**config.mk**
```make
export PLATFORM = sky130hd
export DESIGN_NAME = sram_port_ctl_flat
export DESIGN_NICKNAME = d
export VERILOG_FILES = /design/src/hw/sram_link_pkg.sv /design/src/hw/sram_link_if.sv /design/src/hw/sram_port_ctl.sv /design/src/flat_wrapper.sv
export SDC_FILE = /design/constraint.sdc
export NUM_CORES = 1
export LEC_CHECK = 0
export ABC_AREA = 1
export ABC_CLOCK_PERIOD_IN_PS = 3960
export BUFFER_PORTS_ARGS = -buffer_cell sky130_fd_sc_hd__buf_2
export CORE_MARGIN = 2
export CORE_UTILIZATION = 30
export CTS_CLUSTER_SIZE = 25
export DETAILED_ROUTE_END_ITERATION = 8
export SYNTH_ARGS = -nofsm -noshare
export SYNTH_HDL_FRONTEND = slang
export SYNTH_SLANG_ARGS = --single-unit
```
**constraint.sdc**
```tcl
create_clock -name mclk -period 3.96 [get_ports mclk]
set_input_delay 0.99 -clock mclk [delete_from_list [all_inputs] [get_ports mclk]]
set_output_delay 0.99 -clock mclk [all_outputs]
set_load 0.05 [all_outputs]
```
**src/hw/sram_link_pkg.sv**
```systemverilog
// constants, phase codes and lane merge shared by both ends of the burst-of-two DDR SRAM port
// assumes the link clock runs at twice the K rate; one link edge is one DDR beat
//
// Summary of operation
// read port captures address and select on K
// read data one cycle later, then half
// read select high gives read deselect cycle
// write select on K, write address on K-bar
// first write beat taken with write select
// second write beat taken on K-bar edge
// write select high stores nothing
// lane masks sampled with their data beats
// high mask keeps that lane unchanged
// each write address carries two beats
// any lane maskable on either beat
// one port never disturbs the other
// started bursts always run to completion
// deselected device still toggles echo clocks
// inputs captured only on clock edges
// alternation may start with read or write
// driven output clocks time data launch
// output clocks high means K timing
// echo clocks copy the launching clock pair
// echo clocks switch with read data
// word lsb zero then one per burst
// same-address read passes new write data
// controller drives K-bar half period offset
// read deselect floats both data beats
package sram_link_pkg;

    localparam int LANE_W = 9;
    localparam int LANES = 2;
    localparam int DATA_W = LANE_W * LANES;
    localparam int ADDR_W_DEF = 8;
    localparam logic BEAT0_LSB = 1'h0;
    localparam logic BEAT1_LSB = 1'h1;

    // controller phases, one link clock half-period each
    typedef enum logic [3:0] {
        PH_ADRV = 4'h1,
        PH_ASMP = 4'h2,
        PH_BDRV = 4'h4,
        PH_BSMP = 4'h8
    } phase_t;

    // overlay unmasked lanes of the new beat on the stored word
    function automatic logic [DATA_W-1:0] lane_merge(input logic [DATA_W-1:0] old_w,
                                                     input logic [DATA_W-1:0] new_w,
                                                     input logic [LANES-1:0] mask_n);
        logic [DATA_W-1:0] r;
        r = old_w;
        for (int i = 0; i < LANES; i++) begin
            if (!mask_n[i]) begin
                r[i*LANE_W +: LANE_W] = new_w[i*LANE_W +: LANE_W];
            end
        end
        return r;
    endfunction

endpackage

```
**src/hw/sram_link_if.sv**
```systemverilog
// pin bundle between the memory controller and the SRAM port
// assumes the controller makes link_clk; the pins it drives change away from its rising edge
`timescale 1ns/1ps
interface sram_link_if
    import sram_link_pkg::*;
    #(parameter int ADDR_W = ADDR_W_DEF) ();

    logic link_clk;
    logic k;
    logic k_n;
    logic c;
    logic c_n;
    logic read_n;
    logic write_n;
    logic [ADDR_W-1:0] shared_address_bus;
    logic [DATA_W-1:0] write_data_in;
    logic [LANES-1:0] byte_lane_mask_n;
    logic [DATA_W-1:0] read_data_out;
    logic read_data_oe;
    logic echo_clock_out;
    logic echo_clock_out_n;

    modport dev (
        input link_clk, k, k_n, c, c_n, read_n, write_n,
        input shared_address_bus, write_data_in, byte_lane_mask_n,
        output read_data_out, read_data_oe, echo_clock_out, echo_clock_out_n
    );

    modport ctl (
        output link_clk, k, k_n, c, c_n, read_n, write_n,
        output shared_address_bus, write_data_in, byte_lane_mask_n,
        input read_data_out, read_data_oe, echo_clock_out, echo_clock_out_n
    );

endinterface

```
**src/hw/sram_port_ctl.sv**
```systemverilog
// memory controller end: divides mclk into the link clock and drives K, C and commands
// assumes user commands are synchronous to mclk; one command slot per K cycle
`timescale 1ns/1ps
module sram_port_ctl
    import sram_link_pkg::*;
    #(parameter int ADDR_W = ADDR_W_DEF) (
    input wire logic mclk, // system clock
    input wire logic rst_n, // async reset, active low
    input wire logic use_out_clk, // 1: drive c pair, 0: tie it high
    input wire logic cmd_valid, // command offered
    output logic cmd_ready, // command slot open this cycle
    input wire logic rd_en, // command holds a read
    input wire logic [ADDR_W-1:0] rd_addr, // read burst address
    input wire logic wr_en, // command holds a write
    input wire logic [ADDR_W-1:0] wr_addr, // write burst address
    input wire logic [2*DATA_W-1:0] wr_data, // beat 1 high, beat 0 low
    input wire logic [2*LANES-1:0] wr_mask_n, // lane masks, beat 0 low
    output logic rd_valid, // read burst returned
    output logic [2*DATA_W-1:0] rd_data, // beat 1 high, beat 0 low
    sram_link_if.ctl link // pins
);

    typedef struct packed {
        phase_t ph;
        logic lclk;
        logic k;
        logic k_n;
        logic c;
        logic c_n;
        logic read_n;
        logic write_n;
        logic [ADDR_W-1:0] addr;
        logic [DATA_W-1:0] wd;
        logic [LANES-1:0] wm_n;
        logic p_rd;
        logic p_wr;
        logic [ADDR_W-1:0] p_ra;
        logic [ADDR_W-1:0] p_wa;
        logic [2*DATA_W-1:0] p_d;
        logic [2*LANES-1:0] p_m;
        logic ready;
        logic seen;
        logic valid;
        logic [2*DATA_W-1:0] rdat;
    } ctl_state_t;

    ctl_state_t st;
    ctl_state_t next_st;

    always_comb begin
        next_st = st;
        next_st.valid = 1'b0;
        case (st.ph)
            PH_ADRV: begin
                next_st.ph = PH_ASMP;
                next_st.lclk = 1'b1;
            end
            PH_ASMP: begin
                // slot B: K-bar high with write address and second beat
                next_st.ph = PH_BDRV;
                next_st.lclk = 1'b0;
                next_st.k = 1'b0;
                next_st.k_n = 1'b1;
                next_st.read_n = 1'b1;
                next_st.write_n = 1'b1;
                next_st.addr = st.p_wa;
                next_st.wd = st.p_d[DATA_W +: DATA_W];
                next_st.wm_n = st.p_m[LANES +: LANES];
                next_st.ready = 1'b1;
                // echo high marks the first beat of a returned burst
                if (link.read_data_oe && link.echo_clock_out) begin
                    next_st.rdat[0 +: DATA_W] = link.read_data_out;
                    next_st.seen = 1'b1;
                end
            end
            PH_BDRV: begin
                next_st.ph = PH_BSMP;
                next_st.lclk = 1'b1;
                next_st.ready = 1'b0;
                next_st.p_rd = 1'b0;
                next_st.p_wr = 1'b0;
                if (cmd_valid) begin
                    next_st.p_rd = rd_en;
                    next_st.p_wr = wr_en;
                    next_st.p_ra = rd_addr;
                    next_st.p_wa = wr_addr;
                    next_st.p_d = wr_data;
                    next_st.p_m = wr_mask_n;
                end
            end
            PH_BSMP: begin
                // slot A: K high with selects, read address and first beat
                next_st.ph = PH_ADRV;
                next_st.lclk = 1'b0;
                next_st.k = 1'b1;
                next_st.k_n = 1'b0;
                next_st.read_n = ~st.p_rd;
                next_st.write_n = ~st.p_wr;
                next_st.addr = st.p_ra;
                next_st.wd = st.p_d[0 +: DATA_W];
                next_st.wm_n = st.p_m[0 +: LANES];
                if (st.seen && link.read_data_oe && !link.echo_clock_out) begin
                    next_st.rdat[DATA_W +: DATA_W] = link.read_data_out;
                    next_st.valid = 1'b1;
                end
                next_st.seen = 1'b0;
            end
            default: begin
                next_st.ph = PH_BDRV;
                next_st.lclk = 1'b0;
            end
        endcase
        // c pair follows K when used, otherwise both held high
        next_st.c = use_out_clk ? next_st.k : 1'b1;
        next_st.c_n = use_out_clk ? next_st.k_n : 1'b1;
    end

    always_ff @(posedge mclk or negedge rst_n) begin
        if (!rst_n) begin
            st <= '0;
            st.ph <= PH_BDRV;
            st.c <= 1'b1;
            st.c_n <= 1'b1;
            st.read_n <= 1'b1;
            st.write_n <= 1'b1;
        end else begin
            st <= next_st;
        end
    end

    assign link.link_clk = st.lclk;
    assign link.k = st.k;
    assign link.k_n = st.k_n;
    assign link.c = st.c;
    assign link.c_n = st.c_n;
    assign link.read_n = st.read_n;
    assign link.write_n = st.write_n;
    assign link.shared_address_bus = st.addr;
    assign link.write_data_in = st.wd;
    assign link.byte_lane_mask_n = st.wm_n;
    assign cmd_ready = st.ready;
    assign rd_valid = st.valid;
    assign rd_data = st.rdat;

endmodule // sram_port_ctl

```
**src/flat_wrapper.sv**
```systemverilog
// flat-port wrapper written by rule: the top's interface ports become plain ports
module sram_port_ctl_flat import sram_link_pkg::*;
#(parameter int ADDR_W = ADDR_W_DEF)
  (mclk, rst_n, use_out_clk, cmd_valid, cmd_ready, rd_en, rd_addr, wr_en, wr_addr, wr_data, wr_mask_n, rd_valid, rd_data, link_link_clk, link_k, link_k_n, link_c, link_c_n, link_read_n, link_write_n, link_shared_address_bus, link_write_data_in, link_byte_lane_mask_n, link_read_data_out, link_read_data_oe, link_echo_clock_out, link_echo_clock_out_n);
  sram_link_if #(.ADDR_W(ADDR_W)) link_i ();
  input wire logic mclk;
  input wire logic rst_n;
  input wire logic use_out_clk;
  input wire logic cmd_valid;
  output logic cmd_ready;
  input wire logic rd_en;
  input wire logic [ADDR_W-1:0] rd_addr;
  input wire logic wr_en;
  input wire logic [ADDR_W-1:0] wr_addr;
  input wire logic [2*DATA_W-1:0] wr_data;
  input wire logic [2*LANES-1:0] wr_mask_n;
  output logic rd_valid;
  output logic [2*DATA_W-1:0] rd_data;
  output wire logic [$bits(link_i.link_clk)-1:0] link_link_clk;
  output wire logic [$bits(link_i.k)-1:0] link_k;
  output wire logic [$bits(link_i.k_n)-1:0] link_k_n;
  output wire logic [$bits(link_i.c)-1:0] link_c;
  output wire logic [$bits(link_i.c_n)-1:0] link_c_n;
  output wire logic [$bits(link_i.read_n)-1:0] link_read_n;
  output wire logic [$bits(link_i.write_n)-1:0] link_write_n;
  output wire logic [$bits(link_i.shared_address_bus)-1:0] link_shared_address_bus;
  output wire logic [$bits(link_i.write_data_in)-1:0] link_write_data_in;
  output wire logic [$bits(link_i.byte_lane_mask_n)-1:0] link_byte_lane_mask_n;
  input wire logic [$bits(link_i.read_data_out)-1:0] link_read_data_out;
  input wire logic [$bits(link_i.read_data_oe)-1:0] link_read_data_oe;
  input wire logic [$bits(link_i.echo_clock_out)-1:0] link_echo_clock_out;
  input wire logic [$bits(link_i.echo_clock_out_n)-1:0] link_echo_clock_out_n;
  assign link_link_clk = link_i.link_clk;
  assign link_k = link_i.k;
  assign link_k_n = link_i.k_n;
  assign link_c = link_i.c;
  assign link_c_n = link_i.c_n;
  assign link_read_n = link_i.read_n;
  assign link_write_n = link_i.write_n;
  assign link_shared_address_bus = link_i.shared_address_bus;
  assign link_write_data_in = link_i.write_data_in;
  assign link_byte_lane_mask_n = link_i.byte_lane_mask_n;
  assign link_i.read_data_out = link_read_data_out;
  assign link_i.read_data_oe = link_read_data_oe;
  assign link_i.echo_clock_out = link_echo_clock_out;
  assign link_i.echo_clock_out_n = link_echo_clock_out_n;
  sram_port_ctl #(.ADDR_W(ADDR_W)) u_core (.mclk(mclk), .rst_n(rst_n), .use_out_clk(use_out_clk), .cmd_valid(cmd_valid), .cmd_ready(cmd_ready), .rd_en(rd_en), .rd_addr(rd_addr), .wr_en(wr_en), .wr_addr(wr_addr), .wr_data(wr_data), .wr_mask_n(wr_mask_n), .rd_valid(rd_valid), .rd_data(rd_data), .link(link_i));
endmodule
```
# [After elaboration in Yosys (flattened, before gate mapping)]
# Index checks and enable logic that the tools add are counted.
[word_totals] ff_bits=136 latchBits=0 mem_bits_rw=0 romBits=0 in_bits=83 output_inout_bits=73 wordCells=50 memories=0
[op_classes] addsub=0 multipliers=0 n_div=0 order_cmp=0 eq_ne=5 shifts=0 muxes=11 bitwise=2 reduce_logical=10
[op_table] op="$pmux 30 s2" n=1
[op_table] op="$mux 58" n=1
[op_table] op="$mux 19" n=2
[op_table] op="$pmux 5 s3" n=1
[op_table] op="$reduce_and 2->1" n=4
[op_table] op="$eq 4x1->1 const B" n=1
[op_table] op="$eq 4x2->1 const B" n=1
[op_table] op="$eq 4x3->1 const B" n=1
[op_table] op="$eq 4x4->1 const B" n=1
[op_table] op="$pmux 1 s2" n=2
[op_table] op="$pmux 2 s2" n=1
[op_table] op="$reduce_bool 2->1" n=2
[op_table] op="$logic_and 1x1->1" n=3
[op_table] op="$mux 1" n=3
[op_table] op="$ne 2x1->1 const B" n=1
[op_table] op="$not 1->1" n=2
[op_table] op="$logic_not 1->1" n=1

# [Longest topological paths before layout]
# Gate-level depths: netlist (run 1).
[logic_depth] depth_word=4 depth_mapped=8 mapped_depth_nobuf=6

# [Worst setup path after synthesis (run 1)]
# Ideal clock, no wire load.
[synth_path] kind="input to register" from="input port link_echo_clock_out" to="register u_core.st (netlist bit u_core.rd_data[26])" setup_time_ns=0.065 t_arrival_ns=1.727 required_ns=3.895 setup_slack_ns=2.168 stages=6 n_path_buf=1 path_cell_list="nor2_1 > nand2_1 > nor2_4 > buf_4 > nand2_1 > nand2_1"
[synth_between] elab_chain_len=3
[synth_rtl] item="from (decl)" line_no="flat_wrapper.sv:31" rtl="input wire logic [$bits(link_i.echo_clock_out)-1:0] link_echo_clock_out;"
[synth_rtl] item="$logic_not 1->1" line_no="sram_port_ctl.sv:102" rtl="if (st.seen && link.read_data_oe && !link.echo_clock_out) begin"
[synth_rtl] item="$logic_and 1x1->1" line_no="sram_port_ctl.sv:102"
[synth_rtl] item="$reduce_and 2->1 (no line)"
[synth_rtl] item="to (signal assigned)" line_no="sram_port_ctl.sv:127" rtl="st <= next_st;"
[synth_rtl] item="to (decl)" line_no="sram_port_ctl.sv:47" rtl="ctl_state_t st;"
# Every way passes these cells.
# A chain may end at the register's enable or synchronous reset.

# [Worst setup path after layout (run 1)]
[layout_path] from="register u_core.link.read_n (netlist name)" to="output port link_read_n"
[layout_lines] item="to (decl)" line_no="flat_wrapper.sv:24" rtl="output wire logic [$bits(link_i.read_n)-1:0] link_read_n;"
# No word-level cell between the ends.

==> results of run 1 <==
registers in the layout (all words and copies together) (netlist names), 2 cells and up:
register                        cells
u_core.link.shared_address_bus      8
u_core.link.write_data_in          18
u_core.link.byte_lane_mask_n        2
u_core.rd_data                     36
u_core.st                          63
tightest hold or removal path, stage by stage (launching register included):
cell,delay [ps]
dfrtp_1,340
nand2_1,50
nand2_1,50
per-stage QoR:
stage,utilization,hold WS [ps]
after CTS,0.360,469
after floorplan,-,450
after detailed placement,0.329,453
after global placement,0.329,451
after global routing,0.360,497
final,0.360,464
how the worst min path moves through the flow:
| stage | from | endpoint | slack [ps] |
|---|---|---|---|
| floorplan | u_core.rd_data[0]$_DFFE_PN0P_ | u_core.rd_data[0]$_DFFE_PN0P_ | 450 |
| global placement | u_core.cmd_ready$_DFFE_PN0P_ | u_core.cmd_ready$_DFFE_PN0P_ | 450 |
| detailed placement | u_core.cmd_ready$_DFFE_PN0P_ | u_core.cmd_ready$_DFFE_PN0P_ | 450 |
| CTS | u_core.cmd_ready$_DFFE_PN0P_ | u_core.cmd_ready$_DFFE_PN0P_ | 470 |
| global route | u_core.rd_data[7]$_DFFE_PN0P_ | u_core.rd_data[7]$_DFFE_PN0P_ | 500 |
| finish | u_core.cmd_ready$_DFFE_PN0P_ | u_core.cmd_ready$_DFFE_PN0P_ | 460 |
logic make-up after synthesis:
| family | share of synthesized area |
|---|---|
| flops | 0.560 |
| buf+inv | 0.156 |
| compound gates | 0.0633 |
| simple gates | 0.220 |
cell type report:
class | instances | area share
clock buffer | 21 | 0.0636
clock inverter | 11 | 0.0240
inverter | 67 | 0.0347
multi-input combinational | 397 | 0.241
sequential | 136 | 0.471
tap | 270 | 0.0466
timing repair buffer | 164 | 0.119
cell usage in the layout (no fill, tap or decap):
| master | n |
|---|---|
| bufinv_16 | 4 |
| buf_2 | 153 |
| a21oi_1 | 1 |
| nor2_4 | 4 |
| nand3_1 | 87 |
| buf_12 | 1 |
| clkbuf_16 | 17 |
| inv_1 | 63 |
| nand2_1 | 214 |
| o21ai_1 | 61 |
| inv_2 | 3 |
| dfrtp_1 | 131 |
| buf_4 | 9 |
| nand2_4 | 1 |
| nor2_1 | 10 |
| buf_6 | 1 |
| clkinv_4 | 3 |
| dfstp_2 | 5 |
| clkbuf_8 | 2 |
| nand2_2 | 2 |
| clkbuf_1 | 2 |
| o21ai_0 | 15 |
| clkinvlp_4 | 3 |
| nand3b_1 | 1 |
| clkinv_1 | 1 |
| clkinv_2 | 1 |
| nor2_2 | 1 |
metal layers:
metal | up-vias | wire length, um
li1 | 2294 | -
met1 | 2187 | 6860
met2 | 125 | 6980
met3 | 10 | 601
met4 | 0 | 169
met5 | - | 0
power by group through the flow:
stage          logic (mW)  registers [mW]  clock network [mW]
2_1_floorplan       0.560            1.59                   0
3_5_place_dp        0.627            1.60                   0
5_1_grt             0.672            1.59                1.84
4_1_cts             0.629            1.57                1.77
6_report            0.618            1.57                1.71
3_3_place_gp        0.621            1.59                   0
==> impl.org, run 1 <==
** Run status
- The flow ran to the end, and the final reports show no timing, DRC or antenna violations.

** Global routing
- Wire length of the first global-routing pass :: 24200 um
- M1 GR Usage :: 0.193
- The number of antenna violations at the first check in global routing came to 0.
- Pin count of the biggest net entering global routing :: 82
- GRT Total Usage :: 0.143
- Gr busiest metal :: met2
- For this run, global-route usage on met2 was measured as 0.231.
- Number of global-route vias before repair :: roughly 4600
- Met3 Use GR :: 0.0328
- Total congestion overflow :: 0

** Yosys
- Most used flip-flop cell after synthesis :: dfrtp_1
- Gate count after technology mapping :: 701
- Leading post-synthesis cells by instance count :: nand2_1 (215), dfrtp_1 (131), nand3_1 (87)
- Flip-flop and latch count after synthesis :: 136
- Synthesized area divided by synthesized cell count :: 8.69 um^2
- The share of the Yosys chip area taken by registers is 0.560.
- Post-synth EDFFs :: 0
- Count of cell types in the netlist :: 19
- Cell with the most instances after synthesis :: nand2_1
- In this run the cell area of the synthesized design comes to roughly 6100 um^2.
- For this run, the number of Yosys warnings is 0.
- Post-synth net total :: 784
- Share of flip-flops with an asynchronous set or reset after synthesis :: 1.00
- Top-area cell type share of the netlist area :: 0.538
- Summed over all instances, the cell type with the most area after synthesis is dfrtp_1.
- By area the synthesized netlist is led by dfrtp_1 (54%), nand2_1 (13%), buf_4 (8.0%).

** Floorplanning
- The floorplan has 52 rows.
- Initial core utilization :: 0.303
- The floorplan step set the die width to 146 um.
- The die covers roughly 21000 um^2.
- In this run the count of I/O pins placed on the die edge is 156.
- Die height :: 146 um
- The core region is between 20000 and 25000 um^2.

** STA
- After routing, the total negative slack on setup checks comes to 0 ps.
- Post-layout minimum cycle time :: 2190 ps
- Dividing the final minimum period by the clock period gives 0.554.
- Count of endpoints failing setup in the final report :: 0
- Transition time of the tightest slew-check pin :: 902 ps
- The final count of pins violating max slew came to 0.
- Setup repair after global routing left no endpoint under its margin.
- The hold violation total from the final report was 0.
- For the final database, setup skew stands at 13.2 ps.
- Post-route setup slack :: 1770 ps
- In this run the tightest slew margin relative to its limit is 0.399.
- Static timing analysis puts the maximum clock frequency at 456 MHz.

** Power and ir drop
- The share of total power dissipated in combinational logic is 0.158.
- The share of total power dissipated in sequential elements is 0.403.
- For this design the static power due to leakage is 3.87 nW.
- In this run the power spent charging and discharging nets is between 1 and 1.5 mW.
- For this design the ratio of total power to cell area is between 500 and 600 nW/um^2.
- Cell internal power dissipation :: 2.77 mW
- Of the total power, the share spent switching nets is 0.291.
- The design draws 3.90 mW.
- Of the total power, the clock network draws 0.439.
- IR analysis of the VDD net gives a maximum drop of 0.262 mV.

** Critical path
- For the worst flop-to-flop path, the logic depth is 6.
- Along the worst path, the maximum fanout reaches 2.
- Family with the most delay on the worst path :: flip-flops
- In this run the worst setup path begins at u_core.link.read_n$_DFFE_PN1N_.
- For this design, the slowest cell found on the critical path is dfstp_2.
- Kind of start point of the critical path :: flip-flop
- STA puts the critical path data arrival time at approximately 1200 ps.
- In this design, the stage delay of the slowest critical-path cell is 530 ps.
- In this run the register-to-register setup slack is 1860 ps.
- Critical path buffers and inverters :: 1
- Required time at the worst-slack endpoint :: 2970 ps
- The worst register-to-register path begins at u_core.st[133]$_DFF_PN0_.
- Critical-path cell list :: buf_2
- The most critical setup path has its endpoint at link_read_n.
- In this run the number of cells on the critical path is 1.
- Type of destination of the critical path :: output port
- The critical path is of the reg -> out type.
- End of the worst register-to-register path :: u_core.rd_data[32]$_DFFE_PN0P_

** Clock network
- Post-CTS setup buffer count :: 0
- Number of hold buffers added after cts :: 0
- The number of gates resized after CTS was 0.
- Number of H-tree branching levels :: 4
- In this run the clock root is driven by a clkbuf_16.
- Clock-pin slew of the registers on the worst-case setup and hold paths :: around 60 ps
- Worst-skew pair later-pin latency :: 420 ps
- CTS tree :: done
- Counting every sink on the clock net gives 136.
- TritonCTS created 17 clock buffers.
- The clock passes through at most 2 buffers.

** Cells and area
- The multi-input combinational cells in the finished layout cover a total of 1740 um^2.
- Flip-flop and latch area :: 3410 um^2
- The finished cells cover 7240 um^2.
- Final nets :: 866
- Filler Cell Count :: 2139
- The repair_antennas step left the layout with diodes totalling 0.
- After the flow finishes, the layout carries non-filler instances totaling between 1000 and 1500.
- Ratio of cells with drive above 1 in the final layout :: 0.264
- From synthesis to final layout, the design area changed by 18.9%.

** Routing
- Remaining routing DRC violations :: 0
- Final WL :: 14600 um
- The detail route stage leaves a number of antenna-violating nets equal to 0.
- Routed len/inst :: around 14 um
- For this run, the detailed router's first-pass iteration total came to 4.
- Number of DRC markers after the initial detailed-route iteration :: 176
- The routed layout has around 4600 vias.
- After detailed routing, the number of vias per cell comes to about 4.3.

** Placement
- Number of I/O port buffers :: 154
- # placed instances :: 1034
- Final RePlAce weighted congestion :: between 0.7 and 0.8
- DPL Wire Length :: 9190 um
- Post-placement worst setup slack :: 1780 ps
- Placement-stage cell area :: roughly 6600 um^2

** Run
- Max-cap violation count :: 0

** Worst hold path
- The worst hold path passes through 2 cells.
- The tightest min-delay check is of the reg -> reg type.
Power figures use the tool's default switching activity.
==> run 2, diff against run 1 <==
--- a/config.mk
+++ b/config.mk
@@ -6,7 +6,7 @@
 export NUM_CORES = 1
 export LEC_CHECK = 0
 export ABC_AREA = 1
-export ABC_CLOCK_PERIOD_IN_PS = 3960
+export ABC_CLOCK_PERIOD_IN_PS = 2100
 export BUFFER_PORTS_ARGS = -buffer_cell sky130_fd_sc_hd__buf_2
 export CORE_MARGIN = 2
 export CORE_UTILIZATION = 30
==> constraint.sdc (replaced) <==
create_clock -name mclk -period 2.1 [get_ports mclk]
set_input_delay 0.525 -clock mclk [delete_from_list [all_inputs] [get_ports mclk]]
set_output_delay 0.525 -clock mclk [all_outputs]
set_load 0.05 [all_outputs]
==> run 2 against run 1 <==
Effect of this change:
- combinational power increased by 91%
- register-to-register slack got worse by 1400 ps
- global-route usage shrank 0.056 points
- clock power increased by 77%
- worst hold slack got worse by 180 ps
- utilization increased by 0.36 points
- setup slack worse by 1400 ps
- total power up 84%
- flip-flop and latch count stayed put
- largest power group unchanged
==> impl.org, run 2 (synthesis results as in run 1) <==
** Placement
- The total placed instance area was 6720 um^2 (was 6610 um^2).
- Number of I/O port buffers :: 154 (unchanged)
- Final RePlAce weighted congestion :: 0.741 (was 0.727)
- DPL Wire Length :: 9600 um (was 9190 um)

** Critical path
- Critical path buffers and inverters :: 1 (unchanged)
- Required time at the worst-slack endpoint :: 1570 ps (was 2970 ps)
- The arrival time of data at the critical path endpoint is 1200 ps (about the same).
- The worst-path maximum fanout was 2 (unchanged).
- The cell with the largest stage delay on the worst path is dfstp_2 (unchanged).
- Highest cell delay on the worst timing path :: 530 ps (about the same)
- Type of destination of the critical path :: output port (unchanged)
- The critical path start-end classification is reg -> out (unchanged).
- Kind of start point of the critical path :: flip-flop (unchanged)
- Critical-path cell list: buf_2 (unchanged).
- Family with the most delay on the worst path :: flip-flops (unchanged)

** Routing
- Vias after detailed routing :: 4589 (was 4616)
- The post-detailed-route wirelength per cell was 14.0 um (was 13.7 um).
- Per-cell via count in the routed design :: 4.28 (was 4.33)
- Number of iterations in the first detailed-routing pass :: 4 (unchanged)
- The final routed wirelength across all metal layers is 15000 um (was 14600 um).
- The number of remaining DRC errors came to 0 (unchanged).
- The violation count after the first detailed-route iteration came to 181 (was 176).
- The remaining antenna violation count was 0 (unchanged).

** Cells and area
- The fill cell total of the finished layout came to 2093 (was 2139).
- Final nets :: 873 (was 866)
- Max FFs per register :: 63 (unchanged)
- The commonest non-fill, non-tap cell in the layout is nand2_1 (unchanged).
- The number of inserted diodes came to 0 (unchanged).
- The combined area of the multi-input logic cells came to 1740 um^2 (unchanged).
- Register with the highest flop count :: u_core.st (unchanged)
- Flip-flop and latch area :: 3410 um^2 (unchanged)
- The share of layout cells above drive strength 1 was 0.271 (was 0.264).
- Commonest cells after routing, fill and taps aside :: nand2_1 (214), buf_2 (153), dfrtp_1 (131), nand3_1 (87), inv_1 (63) (unchanged)
- The post-layout instance area was 7310 um^2 (was 7240 um^2).
- Area delta synth->final :: 20.1% (was 18.9%)

** Power and ir drop
- The combinational fraction of design power came to 0.165 (was 0.158).
- The peak supply drop was 0.481 mV (was 0.262 mV).
- Power density over cell area :: 980 nW/um^2 (was 539 nW/um^2)
- The net switching fraction of the power is 0.310 (was 0.291).
- The sequential cell fraction of total power is 0.414 (was 0.403).
- Cell internal power dissipation :: 4.94 mW (was 2.77 mW)
- The leakage power figure came to 3.91 nW (was 3.87 nW).
- The switching component of the power came to 2.22 mW (was 1.14 mW).
- The clock network fraction of design power was 0.421 (was 0.439).

** Clock network
- The clock transition time at the flip-flop clock pins of the worst setup and hold paths is 60 ps (about the same).
- Total number of clock tree sinks :: 136 (unchanged)
- The CTS tree was done (unchanged).
- Library cell used as clock root buffer :: clkbuf_16 (unchanged)
- Number of H-tree branching levels :: 4 (unchanged)
- Total clock buffers created by CTS :: 17 (unchanged)
- Post-CTS setup buffer count :: 0 (unchanged)
- Worst-skew pair later-pin latency :: 410 ps (was 420 ps)
- Buffer depth of the longest clock path :: 2 (unchanged)

** Floorplanning
- The area of the core was 20100 um^2 (unchanged).
- The initial cell density of the core is 0.303 (unchanged).
- IO Pins :: 156 (unchanged)
- The die area was 21500 um^2 (unchanged).
- Die height :: 146 um (unchanged)
- The die extent in x came to 146 um (unchanged).
- The count of standard-cell rows came to 52 (unchanged).

** STA
- The hold violation total from the final report came to 0 (unchanged).
- The final setup violation count was 0 (unchanged).
- The relative slew slack was 0.686 (was 0.399).
- The setup TNS was 0 ps (unchanged).
- Clock tree skew after final layout :: 10.5 ps (was 13.2 ps)
- Highest Clock Rate :: a little under 600 MHz
- The pin slew with the least headroom to its limit is 470 ps (was 902 ps).
- Final number of max-transition violations :: 0 (unchanged)
- Of the available clock period, the critical path in the final layout requires 0.822.
- Setup repair after global routing missed its margin: false (unchanged).
- After layout, the minimum clock period comes to 1730 ps.

** Global routing
- Wire length of the first global-routing pass :: 23900 um (was 24200 um)
- The overall track demand over capacity in global routing is 0.143 (about the same).
- The number of antenna violations at the first check in global routing was 0 (unchanged).
- Total congestion overflow :: 0 (unchanged)
- The pin count of the biggest net entering global routing came to 60 (was 82).
- The via count of the first global-routing pass was 4400 (was 4552).

** Run
- The reported max-cap violation count is 0 (unchanged).

** Run status
- Result of the run: finished, final reports clean (unchanged).

** Worst hold path
- Tightest Hold Check Type :: in -> reg (was reg -> reg)
## run 2: cell type report
cell class,instances,area share
clock buffers,17,0.0582
clock inverters,15,0.0224
inverters,67,0.0344
multi-input cells,397,0.238
flip-flops and latches,136,0.466
well taps,270,0.0462
repair buffers,171,0.134
## run 2: through the flow
stage	setup WS [ps]	utilization	total power [mW]	hold WS, ps	instances
global route	292	0.364	7.51	262	1073
floorplan	773	-	4.05	229	701
finish	375	0.364	7.17	282	1073
global placement	454	0.334	4.19	451	1040
detailed placement	463	0.334	4.21	452	1040
CTS	340	0.364	7.28	258	1073
## run 2: repair_timing
| item | in CTS | in global routing |
|---|---|---|
| hold buffers | 1 | 0 |
| hold endpoints to repair | 5 | 0 |
| gates resized for setup | 0 | 0 |
## run 2: power by group through the flow
stage	clock network [mW]	logic (mW)	registers, mW
2_1_floorplan	0	1.06	2.99
3_3_place_gp	0	1.18	3.01
3_5_place_dp	0	1.20	3.01
4_1_cts	3.11	1.20	2.96
5_1_grt	3.24	1.28	2.99
6_report	3.02	1.18	2.96
## run 2: path summary, 6_finish.rpt
kind,startpoint,to,slack [ps],depth (start not counted)
setup / recovery,u_core.link.read_n$_DFFE_PN1N_,link_read_n,370,1
hold / removal,use_out_clk,u_core.link.c_n$_DFF_PN1_,280,2
setup reg to reg,u_core.st[133]$_DFF_PN0_,u_core.st[64]$_DFFE_PN0P_,450,7
hold reg to reg,u_core.cmd_ready$_DFFE_PN0P_,u_core.cmd_ready$_DFFE_PN0P_,470,2
max in group asynchronous,rst_n,u_core.rd_data[29]$_DFFE_PN0P_,840,3
min in group asynchronous,rst_n,u_core.rd_data[1]$_DFFE_PN0P_,570,2
## run 2: routing by layer
metal	GRT usage	part of all wire	vias up
li1	-	-	2311
met1	0.194	0.49	2173
met2	0.229	0.47	96
met3	0.0306	0.033	9
met4	0.0456	0.010	0
met5	0	0	-
==> run 3, diff against run 2 <==
--- a/config.mk
+++ b/config.mk
@@ -6,7 +6,7 @@
 export NUM_CORES = 1
 export LEC_CHECK = 0
 export ABC_AREA = 1
-export ABC_CLOCK_PERIOD_IN_PS = 2100
+export ABC_CLOCK_PERIOD_IN_PS = 1500
 export BUFFER_PORTS_ARGS = -buffer_cell sky130_fd_sc_hd__buf_2
 export CORE_MARGIN = 2
 export CORE_UTILIZATION = 30
==> constraint.sdc (replaced) <==
create_clock -name mclk -period 1.5 [get_ports mclk]
set_input_delay 0.375 -clock mclk [delete_from_list [all_inputs] [get_ports mclk]]
set_output_delay 0.375 -clock mclk [all_outputs]
set_load 0.05 [all_outputs]
==> run 3 against run 2 <==
Effect of this change:
- non-clock buffer count up 19
- flip-flop and latch count unchanged
- critical endpoint unchanged
- sequential power rose by 40%
==> impl.org, run 3 (synthesis results as in run 1) <==
** Run status
- Result of the run :: finished, final reports clean (unchanged)

** Clock network
- The CTS tree is done (unchanged).
- The H-tree level count is 4 (unchanged).
- Buffer depth of the longest clock path :: 2 (unchanged)
- The clock transition time at the flip-flop clock pins of the worst setup and hold paths came to 60 ps (about the same).
- The total CTS buffers was 17 (unchanged).
- Library cell used as clock root buffer :: clkbuf_16 (unchanged)
- Worst-skew pair later-pin latency :: 410 ps (about the same)
- The number of sinks handled by clock tree synthesis came to 136 (unchanged).

** Critical path
- Crit-path slowest cell :: dfstp_2 (unchanged)
- Path length in cells of the critical path :: 1 (unchanged)
- Worst setup path class :: reg -> out (unchanged)
- Critical-path cell list: buf_8 (was buf_2).
- The worst-path maximum fanout is 2 (unchanged).
- Type of destination of the critical path :: output port (unchanged)
- Required time at the worst-slack endpoint :: 1120 ps (was 1570 ps)
- The buffer and inverter count on the worst path is 1 (unchanged).
- Kind of start point of the critical path :: flip-flop (unchanged)
- The cell count of the worst reg-to-reg path was 8 (was 7).
- Highest cell delay on the worst timing path :: 550 ps (was 530 ps)
- Arrival time reported for the critical path endpoint :: 1100 ps (was 1200 ps)
- Family with the most delay on the worst path :: flip-flops (unchanged)

** Cells and area
- Ratio of cells with drive above 1 in the final layout :: 0.287 (was 0.271)
- The post-layout instance area was 7630 um^2 (was 7310 um^2).
- The number of nets in the layout came to 892 (was 873).
- The commonest non-fill, non-tap cell in the layout is nand2_1 (unchanged).
- The signed area change from the synthesized netlist to the final layout was 25.4% (was 20.1%).
- The flip-flop count of the largest register, all copies and words added was 63 (unchanged).
- The register name with the most flops is u_core.st (unchanged).
- The fill cell total of the finished layout was 2087 (was 2093).
- Commonest cells after routing, fill and taps aside :: nand2_1 (212), buf_2 (149), dfrtp_1 (131), nand3_1 (87), inv_1 (63) (was nand2_1 (214), buf_2 (153), dfrtp_1 (131), nand3_1 (87), inv_1 (63))

** Routing
- Number of DRC markers after the initial detailed-route iteration :: 176 (was 181)
- The final routed wirelength across all metal layers was 15700 um (was 15000 um).
- Number of iterations in the first detailed-routing pass :: 4 (unchanged)
- The post-detailed-route wirelength per cell was 14.3 um (was 14.0 um).
- The remaining antenna violation count came to 0 (unchanged).
- Per-cell via count in the routed design :: 4.30 (was 4.28)
- The number of remaining DRC errors was 0 (unchanged).
- Vias after detailed routing :: 4704 (was 4589)

** Placement
- The worst setup slack before clock tree synthesis was 22.9 ps (was 463 ps).
- Placement-stage cell area :: 6860 um^2 (was 6720 um^2)
- The placed wire-length estimate after detailed placement is 10100 um (was 9600 um).
- Final RePlAce weighted congestion :: 0.742 (was 0.741)
- The port buffer count was 154 (unchanged).

** STA
- The final count of pins violating max slew is 0 (unchanged).
- The worst setup skew after layout is 9.04 ps (was 10.5 ps).
- Number of hold-slack violations in the final timing report :: 0 (unchanged)
- The post-layout worst setup margin came to 29.4 ps (was 375 ps).
- Portion of the clock cycle consumed by the worst path in the final layout :: 0.980
- Setup repair after global routing missed its margin: true (was false).
- The final setup violation count was 0 (unchanged).
- Remaining max-slew budget at the tightest pin :: 0.703 (was 0.686)
- The pin slew with the least headroom to its limit was 446 ps (was 470 ps).
- Highest Clock Rate :: ~680 MHz
- Post-layout minimum cycle time :: 1470 ps

** Global routing
- Pin count of the biggest net entering global routing :: 61 (was 60)
- The number of antenna violations at the first check in global routing is 1 (was 0).
- GRT Total Usage :: 0.145 (was 0.143)
- The wire length of the first global-routing pass is 24500 um (was 23900 um).
- The via count of the first global-routing pass is 4705 (was 4400).
- Total congestion overflow :: 0 (unchanged)

** Worst hold path
- The worst hold path class is in -> reg (unchanged).
- The hold-critical path depth is 2 (unchanged).

** Power and ir drop
- Fraction of power spent switching nets :: 0.290 (was 0.310)
- The switching component of the power was 2.94 mW (was 2.22 mW).
- Cell internal power dissipation :: 7.22 mW (was 4.94 mW)
- Largest voltage drop on the vdd net :: 0.722 mV (was 0.481 mV)
- Leakage component of the power :: 4.08 nW (was 3.91 nW)
- The sequential cell fraction of total power was 0.409 (was 0.414).
- Share of total power in the clock network :: 0.422 (was 0.421)
- Portion of total power attributed to combinational logic :: 0.169 (was 0.165)
- The power per cell area is 1330 nW/um^2 (was 980 nW/um^2).

** Floorplanning
- Die height :: 146 um (unchanged)
- The die area was 21500 um^2 (unchanged).
- The count of standard-cell rows is 52 (unchanged).
- Core Area :: 20100 um^2 (unchanged)
- X dimension of the die :: 146 um (unchanged)
- The top-level port count was 156 (unchanged).
- Initial core utilization :: 0.303 (unchanged)

** Run
- Max-cap violation count :: 0 (unchanged)
run 3: final cells by class:
type | count | area (um^2) | area share
flip-flops and latches | 136 | 3410 | 0.447
multi-input cells | 397 | 1750 | 0.229
repair buffers | 190 | 1280 | 0.168
clock buffers | 23 | 478 | 0.0626
well taps | 270 | 338 | 0.0442
inverters | 67 | 251 | 0.0329
clock inverters | 9 | 124 | 0.0162
diodes | 1 | 2.50 | 0.000328
run 3: layer usage:
layer  wire length [um]  track usage  vias to the layer above
li1                   -            -                     2348
met1               7480        0.197                     2244
met2               7450        0.235                      102
met3                533       0.0291                       10
met4                206       0.0471                        0
met5                  0            0                        -
run 3: path summary, 6_finish.rpt:
path	slack, ps	start	end
setup / recovery	30	u_core.link.read_n$_DFFE_PN1N_	link_read_n
hold / removal	140	use_out_clk	u_core.link.c$_DFF_PN1_
max in group asynchronous	500	rst_n	u_core.st[69]$_DFFE_PN0P_
min in group asynchronous	470	rst_n	u_core.st[42]$_DFFE_PN0P_
setup reg to reg	40	u_core.st[134]$_DFF_PN1_	u_core.st[47]$_DFFE_PN0P_
hold reg to reg	460	u_core.cmd_ready$_DFFE_PN0P_	u_core.cmd_ready$_DFFE_PN0P_
run 3: power by group through the flow:
stage	registers [mW]	logic, mW	clock network (mW)
2_1_floorplan	4.19	1.48	0
3_3_place_gp	4.21	1.67	0
3_5_place_dp	4.22	1.69	0
4_1_cts	4.16	1.70	4.42
5_1_grt	4.20	1.87	4.60
6_report	4.15	1.71	4.29
run 3: per-stage QoR:
step / utilization / cells / power [mW] / setup TNS [ps] / hold WS (ps)
global placement: 0.341 / 1053 / 5.88 / 0 / 340
detailed placement: 0.341 / 1053 / 5.91 / 0 / 343
floorplan: - / 701 / 5.67 / 0 / 79.4
finish: 0.380 / 1093 / 10.2 / 0 / 145
global route: 0.380 / 1093 / 10.7 / -3960 / 130
CTS: 0.373 / 1086 / 10.3 / -0.663 / 116
run 3: what timing repair did:
action                                 in CTS  in global routing
hold buffers                                1                  0
gates resized for setup                     8                  6
cloned                                      0                  3
endpoints found under the hold margin      27                  0
setup buffers                               0                  3
pin swaps                                   0                  2
setup endpoints to repair                   4                108
